File: src/design/regfile_defines.svh
/*
 * Register offsets, option addresses, reset values and field positions
 * for the register file page decoder.
 * Assumes it is included by bare name and never holds logic.
 */
`ifndef REGFILE_DEFINES_SVH
`define REGFILE_DEFINES_SVH

// register offsets inside set 1
`define RF_OFS_WSP0 8'hD6
`define RF_OFS_WSP1 8'hD7
`define RF_OFS_PAGE 8'hDF

// reset values
`define RF_RST_WSP0 8'hC0
`define RF_RST_WSP1 8'hC8
`define RF_RST_PAGE 8'h00

// set boundaries
`define RF_SET_BASE 8'hC0
`define RF_BANK_BASE 8'hE0
`define RF_SYS_BASE 8'hD0
`define RF_WORK_NIB 4'hC

// slice step for the set-both-pointers instruction
`define RF_SLICE_STEP 8'h08

// highest page that carries set 2
`define RF_SET2_MAX_PAGE 4'h7

// program-memory option cells
`define RF_OPT_FIRST 16'h003C
`define RF_OPT_LOW 16'h003E
`define RF_OPT_HIGH 16'h003F

// page select fields
`define RF_PAGE_SRC_LSB 0
`define RF_PAGE_DST_LSB 4

`endif

File: src/design/regfile_pkg.sv
/*
 * Types shared by the register file page decoder and its helpers.
 * Assumes the defines header supplies all numeric constants.
 */
package regfile_pkg;

	// addressing mode of a cpu register access
	typedef enum logic [1:0] {
		MODE_DIRECT = 2'h0,
		MODE_INDIRECT = 2'h1,
		MODE_INDEXED = 2'h2,
		MODE_WORK4 = 2'h3
	} access_mode_e;

	// region the access resolves to, one-hot except AREA_NONE, which is zero
	typedef enum logic [5:0] {
		AREA_NONE = 6'h00,
		AREA_PRIME = 6'h01,
		AREA_COMMON = 6'h02,
		AREA_SYSTEM = 6'h04,
		AREA_BANK0 = 6'h08,
		AREA_BANK1 = 6'h10,
		AREA_SET2 = 6'h20
	} area_e;

	// pointer and bank instructions
	typedef enum logic [2:0] {
		CMD_NONE = 3'h0,
		CMD_SET_BOTH = 3'h1,
		CMD_SET_FIRST = 3'h2,
		CMD_SET_SECOND = 3'h3,
		CMD_BANK_ZERO = 3'h4,
		CMD_BANK_ONE = 3'h5
	} ptr_cmd_e;

endpackage

File: src/design/regfile_if.sv
/*
 * Carrier between the decoder and its working address resolver.
 * Assumes one clock domain; the resolver is purely combinational.
 */
`timescale 1ns/100ps

interface regfile_if;
	logic [7:0] addr;
	regfile_pkg::access_mode_e mode;
	logic [7:0] wsp0;
	logic [7:0] wsp1;
	logic [7:0] res_addr;
	logic working;

	modport resolver (
		input addr,
		input mode,
		input wsp0,
		input wsp1,
		output res_addr,
		output working
	);

	modport owner (
		output addr,
		output mode,
		output wsp0,
		output wsp1,
		input res_addr,
		input working
	);
endinterface

File: src/design/register_file_paging_decoder.sv
/*
 * Register file address decoder: page select, set 1 / set 2 overlay,
 * set 1 banks, working pointers and the start-option cells.
 * Assumes the cpu core holds each request for one cycle and that the
 * storage behind the decoded outputs is a separate memory.
 */
`timescale 1ns/100ps
`include "regfile_defines.svh"

module register_file_paging_decoder (
	input wire logic i_clk, // system clock, 125 MHz
	input wire logic i_arst_n, // async reset, active low
	input wire logic i_req, // register access request
	input wire logic i_we, // access is a write
	input wire logic i_pair, // access is a 16-bit pair
	input wire regfile_pkg::access_mode_e i_mode, // addressing mode
	input wire logic [7:0] i_addr, // logical register address
	input wire logic [7:0] i_wdata, // write data
	input wire regfile_pkg::ptr_cmd_e i_cmd, // pointer or bank instruction
	input wire logic [7:0] i_cmd_operand, // instruction operand
	input wire logic i_pm_we, // run-time program-memory write
	input wire logic i_prog_we, // external programmer write
	input wire logic [15:0] i_pm_addr, // program-memory address
	input wire logic [7:0] i_pm_wdata, // program-memory write data
	output logic o_valid, // decoded access ready
	output regfile_pkg::area_e o_area, // resolved region
	output logic [3:0] o_page, // resolved page
	output logic [7:0] o_offset, // resolved address, pair high byte
	output logic [7:0] o_pair_low, // pair low byte address
	output logic o_int_hit, // access hit a decoder register
	output logic o_page_err, // set 2 access on a page without it
	output logic [7:0] o_rdata, // decoder register read data
	output logic o_bank, // current set 1 bank
	output logic [7:0] o_page_sel, // page select register
	output logic [7:0] o_wsp0, // first working pointer
	output logic [7:0] o_wsp1, // second working pointer
	output logic [7:0] o_opt_rdata, // stored option byte
	output logic [15:0] o_start_option // active start option
);

	typedef struct packed {
		logic valid;
		regfile_pkg::area_e area;
		logic [3:0] page;
		logic [7:0] offset;
		logic [7:0] pair_low;
		logic int_hit;
		logic page_err;
		logic [7:0] rdata;
		logic bank;
		logic [7:0] page_sel;
		logic [7:0] wsp0;
		logic [7:0] wsp1;
	} dec_state_s;

	dec_state_s st_q;
	dec_state_s st_d;
	regfile_if rif();

	logic [7:0] eff_addr;
	logic [3:0] req_page;
	logic set1_hit;
	logic set2_hit;

	// resolver sees the live pointers so a working access uses current values
	assign rif.addr = i_addr;
	assign rif.mode = i_mode;
	assign rif.wsp0 = st_q.wsp0;
	assign rif.wsp1 = st_q.wsp1;

	working_addr_resolver u_resolver (
		.rif(rif)
	);

	option_store u_option (
		.i_clk(i_clk),
		.i_arst_n(i_arst_n),
		.i_pm_we(i_pm_we),
		.i_prog_we(i_prog_we),
		.i_pm_addr(i_pm_addr),
		.i_pm_wdata(i_pm_wdata),
		.o_opt_rdata(o_opt_rdata),
		.o_start_option(o_start_option)
	);

	// pick the page nibble by direction
	assign req_page = i_we ? st_q.page_sel[`RF_PAGE_DST_LSB +: 4] :
		st_q.page_sel[`RF_PAGE_SRC_LSB +: 4];
	assign eff_addr = rif.res_addr;
	// working accesses into the top range always land in set 1
	assign set1_hit = (eff_addr >= `RF_SET_BASE) &&
		(rif.working || i_mode == regfile_pkg::MODE_DIRECT);
	assign set2_hit = (eff_addr >= `RF_SET_BASE) && !set1_hit;

	// set 1 region from the resolved address and current bank
	function automatic regfile_pkg::area_e set1_area(input logic [7:0] a, input logic bank);
		if (a >= `RF_BANK_BASE) begin
			return bank ? regfile_pkg::AREA_BANK1 : regfile_pkg::AREA_BANK0;
		end else if (a >= `RF_SYS_BASE) begin
			return regfile_pkg::AREA_SYSTEM;
		end
		return regfile_pkg::AREA_COMMON;
	endfunction

	// decoder registers live in the system part of set 1
	function automatic logic is_own_reg(input logic [7:0] a);
		return a == `RF_OFS_WSP0 || a == `RF_OFS_WSP1 || a == `RF_OFS_PAGE;
	endfunction

	// next state: decode the request, then register and instruction updates
	always_comb begin
		st_d = st_q;
		st_d.valid = i_req;
		st_d.int_hit = 1'b0;
		st_d.page_err = 1'b0;
		st_d.rdata = 8'h00;
		if (i_req) begin
			if (set1_hit) begin
				st_d.area = set1_area(eff_addr, st_q.bank);
				st_d.page = 4'h0;
				st_d.int_hit = is_own_reg(eff_addr);
			end else if (set2_hit) begin
				st_d.area = regfile_pkg::AREA_SET2;
				st_d.page = req_page;
				st_d.page_err = req_page > `RF_SET2_MAX_PAGE;
			end else begin
				st_d.area = regfile_pkg::AREA_PRIME;
				st_d.page = req_page;
			end
			// a pair starts at the even byte, low byte follows at odd
			st_d.offset = i_pair ? {eff_addr[7:1], 1'b0} : eff_addr;
			st_d.pair_low = {eff_addr[7:1], 1'b1};
			if (set1_hit && !i_we) begin
				case (eff_addr)
					`RF_OFS_WSP0: st_d.rdata = st_q.wsp0;
					`RF_OFS_WSP1: st_d.rdata = st_q.wsp1;
					`RF_OFS_PAGE: st_d.rdata = st_q.page_sel;
					default: st_d.rdata = 8'h00;
				endcase
			end
			if (set1_hit && i_we) begin
				case (eff_addr)
					`RF_OFS_WSP0: st_d.wsp0 = i_wdata;
					`RF_OFS_WSP1: st_d.wsp1 = i_wdata;
					`RF_OFS_PAGE: st_d.page_sel = i_wdata;
					default: st_d.rdata = 8'h00;
				endcase
			end
		end
		// an instruction in the same cycle as a load wins, it is the newer intent
		case (i_cmd)
			regfile_pkg::CMD_SET_BOTH: begin
				st_d.wsp0 = i_cmd_operand;
				st_d.wsp1 = 8'(i_cmd_operand + `RF_SLICE_STEP);
			end
			regfile_pkg::CMD_SET_FIRST: begin
				st_d.wsp0 = i_cmd_operand;
			end
			regfile_pkg::CMD_SET_SECOND: begin
				st_d.wsp1 = i_cmd_operand;
			end
			regfile_pkg::CMD_BANK_ZERO: begin
				st_d.bank = 1'b0;
			end
			regfile_pkg::CMD_BANK_ONE: begin
				st_d.bank = 1'b1;
			end
			default: begin
				st_d.bank = st_d.bank;
			end
		endcase
	end

	// reset puts both pointers on the common area and page 0 everywhere
	always_ff @(posedge i_clk or negedge i_arst_n) begin
		if (!i_arst_n) begin
			st_q <= '0;
			st_q.area <= regfile_pkg::AREA_NONE;
			st_q.wsp0 <= `RF_RST_WSP0;
			st_q.wsp1 <= `RF_RST_WSP1;
			st_q.page_sel <= `RF_RST_PAGE;
		end else begin
			st_q <= st_d;
		end
	end

	assign o_valid = st_q.valid;
	assign o_area = st_q.area;
	assign o_page = st_q.page;
	assign o_offset = st_q.offset;
	assign o_pair_low = st_q.pair_low;
	assign o_int_hit = st_q.int_hit;
	assign o_page_err = st_q.page_err;
	assign o_rdata = st_q.rdata;
	assign o_bank = st_q.bank;
	assign o_page_sel = st_q.page_sel;
	assign o_wsp0 = st_q.wsp0;
	assign o_wsp1 = st_q.wsp1;
endmodule

File: src/design/working_addr_resolver.sv
/*
 * Combinational working-register address resolver.
 * Assumes the pointers arrive already registered from the owner.
 */
`timescale 1ns/100ps
`include "regfile_defines.svh"

module working_addr_resolver (
	regfile_if.resolver rif // request in, resolved address out
);

	// top five bits of the chosen pointer joined to three low address bits
	function automatic logic [7:0] join_slice(input logic [7:0] p0, input logic [7:0] p1,
		input logic [3:0] nib);
		logic [7:0] ptr;
		ptr = nib[3] ? p1 : p0;
		return {ptr[7:3], nib[2:0]};
	endfunction

	// short form, or long form flagged by the 1100 upper nibble
	always_comb begin
		rif.working = 1'b0;
		rif.res_addr = rif.addr;
		if (rif.mode == regfile_pkg::MODE_WORK4) begin
			rif.working = 1'b1;
			rif.res_addr = join_slice(rif.wsp0, rif.wsp1, rif.addr[3:0]);
		end else if (rif.mode == regfile_pkg::MODE_DIRECT && rif.addr[7:4] == `RF_WORK_NIB) begin
			rif.working = 1'b1;
			rif.res_addr = join_slice(rif.wsp0, rif.wsp1, rif.addr[3:0]);
		end
	end

endmodule

File: src/design/option_store.sv
/*
 * Start-option cells of program memory.
 * Assumes run-time writes and programmer writes never coincide.
 */
`timescale 1ns/100ps
`include "regfile_defines.svh"

module option_store (
	input wire logic i_clk, // system clock
	input wire logic i_arst_n, // async reset, active low
	input wire logic i_pm_we, // run-time program-memory write
	input wire logic i_prog_we, // external programmer write
	input wire logic [15:0] i_pm_addr, // program-memory address
	input wire logic [7:0] i_pm_wdata, // write data
	output logic [7:0] o_opt_rdata, // stored byte at i_pm_addr
	output logic [15:0] o_start_option // active start option
);

	typedef struct packed {
		logic [3:0][7:0] cells;
		logic [15:0] active;
		logic [7:0] rdata;
	} opt_state_s;

	opt_state_s st_q;
	opt_state_s st_d;
	logic in_area;

	assign in_area = (i_pm_addr[15:2] == 14'(`RF_OPT_FIRST >> 2));

	// cells follow every write; the active option follows the programmer only
	always_comb begin
		st_d = st_q;
		st_d.rdata = in_area ? st_q.cells[i_pm_addr[1:0]] : 8'h00;
		if ((i_pm_we || i_prog_we) && in_area) begin
			st_d.cells[i_pm_addr[1:0]] = i_pm_wdata;
		end
		if (i_prog_we && i_pm_addr == `RF_OPT_LOW) begin
			st_d.active[7:0] = i_pm_wdata;
		end
		if (i_prog_we && i_pm_addr == `RF_OPT_HIGH) begin
			st_d.active[15:8] = i_pm_wdata;
		end
	end

	always_ff @(posedge i_clk or negedge i_arst_n) begin
		if (!i_arst_n) begin
			st_q <= '0;
		end else begin
			st_q <= st_d;
		end
	end

	assign o_opt_rdata = st_q.rdata;
	assign o_start_option = st_q.active;
endmodule

File: config.mk
export PLATFORM = sky130hd
export DESIGN_NAME = register_file_paging_decoder
export DESIGN_NICKNAME = d
export VERILOG_FILES = /design/src/design/regfile_pkg.sv /design/src/design/regfile_if.sv /design/src/design/register_file_paging_decoder.sv /design/src/design/working_addr_resolver.sv /design/src/design/option_store.sv
export VERILOG_INCLUDE_DIRS = /design/src /design/src/design
export SDC_FILE = /design/constraint.sdc
export NUM_CORES = 1
export LEC_CHECK = 0
export BUFFER_PORTS_ARGS = -buffer_cell sky130_fd_sc_hd__buf_4
export CAP_MARGIN = 30
export CORE_UTILIZATION = 25
export DETAILED_ROUTE_END_ITERATION = 7
export PLACE_DENSITY = 0.55
export SYNTH_ARGS = -nofsm -noshare
export SYNTH_HDL_FRONTEND = slang
export SYNTH_SLANG_ARGS = --single-unit
File: constraint.sdc
create_clock -name i_clk -period 6.1 [get_ports i_clk]
set_input_delay 0.305 -clock i_clk [delete_from_list [all_inputs] [get_ports i_clk]]
set_output_delay 0.305 -clock i_clk [all_outputs]
set_load 0.01 [all_outputs]
==> reports/results.ini <==
[run_status]
outcome = finished, final reports clean

[critical_path]
critPathMaxFanout = 18
endpoint_kind = flop
r2r-start = o_wsp0[3]$_DFFE_PN0P_
slowest_delay_ns = 0.73
slowest_stage = nor2_1
crit_chain = and4b_1 > mux2_2 > nor2_1 > o2111ai_1 > nor4_1
crit_type = flop to flop
startpoint_type = flop
reg2reg_depth = 5
cp.arrival_ns = 3.45
startpoint = o_wsp0[3]$_DFFE_PN0P_
required_ns = 6.32
rrSetupSlack_ns = 2.87

[clock_network]
cts_inserted_buffers = 9
postCtsSetupRepairBufs = 0
h-tree-depth = 3
ctsResizeCount = 0
cts_root_buf = clkbuf_16
cts_tree = yes
clock-sinks = 111
clk_pin_slew_ns = 0.08
insertion_delay_ns = 0.35
clockBufferDepth = 2
hold_buffers = 1

[timing]
slew_headroom_pct = 32.7
rsz0062_at_grt = false
hold_violations = 0
fmaxAchievable_mhz = 309
drv_slew = 0
tightest_slew_ns = 1.00
clock_skew_ns = 0.0151
finalCritPeriodShare_pct = 53.0
min_period_ns = 3.23
tns_ns = 0
setup_viol = 0

[logic_synthesis]
synth.largest_area_cell = dfrtp_1
yosysSeqAreaShare_pct = 48.2
synth_cell_types = 57
ys_top_cells_by_area = dfrtp_1, mux2_2, buf_4
syn_area_um2 = 5770
yosys_register_bits = 111
synth_ff_type = dfrtp_1
synth_edf_count = 0
synth_top_area_share_pct = 46.0
synth.net_count = 567
syn-instance-count = 504
synth_warnings = 0
async_reset_ff_share_pct = 100
post_synth.cell_area_avg_um2 = 11.4

[route]
totalWireLength_um = 16100
vias = 4410
ant_nets = 0
wl_per_cell_um = 18.0
viasPerCell = 4.94
first_iter_violations = 292
drc = 0
firstDrtPassIters = 5

[cells_and_area]
diodes = 0
nNetsFinal = 667
post_route_cells_drive_above_1_share_pct = 41.6
fin_util_pct = 31.8
stdcell_count = 893
layout_commonest_cell = buf_4
area_growth_syn_to_layout_pct = 24.7
final_cell_mix = buf_4, dfrtp_1, mux2_2

[die]
io_pins = 146
core-area_um2 = 22600
dieArea_um2 = 23700
row_count = 55
die_w_um = 154
die_h_um = 154
start_util_pct = 25.5

[global_routing]
grt_overflow = 0
grt_pass1_wl_um = 25600
grt_antenna_before_repair = 0
grtUsageTotal_pct = 14.0
grt_max_degree = 64
grt_pass1_vias = 4387

[min_path]
hold_start = i_pair
worstHoldPathType = input pin to flop
whs_path_depth = 2

[power]
p_per_area_nw_per_um2 = 237
p_leak_nw = 3.30
vdd_drop_max_mv = 0.156

[placement]
place_congestion = 0.836
placedCellCount = 877
dp_hpwl_um = 11900
io_buffer_count = 145

[flow_run]
cap_viol_max_count = 0

kinds of logic after synthesis:
| group | count (synthesis) | share of synthesized area, % |
|---|---|---|
| AO/OA/AOI/OAI | 98 | 12.9 |
| AND/OR/NAND/NOR | 124 | 12.3 |
| XOR/XNOR | 5 | 0.759 |
| buffers and inverters | 83 | 7.59 |
| multiplexers | 80 | 17.6 |
| flip-flops | 111 | 48.2 |
| adder cells (fa/ha/maj) | 3 | 0.651 |
metal layers:
layer	GRT usage (%)	vias to the layer above	routed length, um
met5	0	-	0
met4	3.81	0	195
met3	3.52	12	1220
met2	22.2	207	7310
met1	18.8	2128	7350
li1	-	2063	-
stage by stage:
stage | power (mW) | cell area, um2 | hold slack (ns) | setup WS [ns]
floorplan | 0.970 | 5770 | 0.00941 | 3.72
global placement | 1.13 | 6880 | 0.380 | 2.97
detailed placement | 1.13 | 6890 | 0.376 | 2.80
CTS | 1.73 | 7200 | 0.112 | 2.89
global route | 1.78 | 7200 | 0.116 | 2.65
finish | 1.70 | 7200 | 0.129 | 2.87
sequential cells by signal (all words and copies together), names as in the netlist, 8 cells and up:
signal / cells
o_wsp1: 8
o_page_sel: 8
u_option.st_q: 32
o_wsp0: 8
u_option.o_opt_rdata: 8
o_rdata: 8
u_option.o_start_option: 16
o_offset: 8
layout make-up:
class | count | area, um2
inverter | 21 | 78.8
sequential | 111 | 2780
fill | 2320 | 15400
timing repair buffer | 151 | 1130
clock buffer | 9 | 225
tap | 285 | 357
clock inverter | 6 | 70.1
multi-input combinational | 310 | 2550
worst max-delay path, delay by kind of cell, from the launching register on:
kind / cells / cell delay [ns]
compound gates: 1 / 0.60
flops: 1 / 0.62
mux: 1 / 0.30
simple gates: 3 / 1.58
worst paths after layout:
path / end
worst max-delay path: o_rdata[4]$_DFF_PN0_
worst min-delay path: o_offset[0]$_DFFE_PN0P_
worst max register to register: o_rdata[4]$_DFF_PN0_
worst min register to register: o_pair_low[0]$_DFFE_PN0P_
max in group asynchronous: o_area[1]$_DFFE_PN0P_
min in group asynchronous: u_option.o_start_option[12]$_DFFE_PN0P_
cells in the mapped netlist, types with 3 or more instances:
cell / n
dfrtp_1: 106
mux2_4: 8
a211oi_1: 6
nor2b_1: 11
nand2_1: 10
nor4_1: 4
inv_1: 20
o211a_1: 3
mux4_2: 8
and4b_1: 4
buf_1: 4
nand2b_1: 9
xnor2_1: 4
mux2i_1: 6
a31oi_1: 16
nand4_1: 13
a21o_1: 3
mux2_2: 58
nor3_1: 5
a311oi_1: 3
o22ai_1: 7
nand3_1: 22
a21oi_1: 6
o221ai_1: 6
or4_1: 9
buf_4: 31
o21ai_0: 11
o41ai_1: 19
dfstp_2: 5
ha_1: 3
nor2_1: 28
clkbuf_1: 24
where the power goes:
group | total [mW] | leakage [nW] | switching (mW) | internal [mW]
Combinational | 0.289 | 1.70 | 0.158 | 0.132
Sequential | 0.823 | 1.47 | 0.0526 | 0.770
Clock | 0.591 | 0.134 | 0.273 | 0.319
No activity file was read; power rests on OpenSTA's default activity.
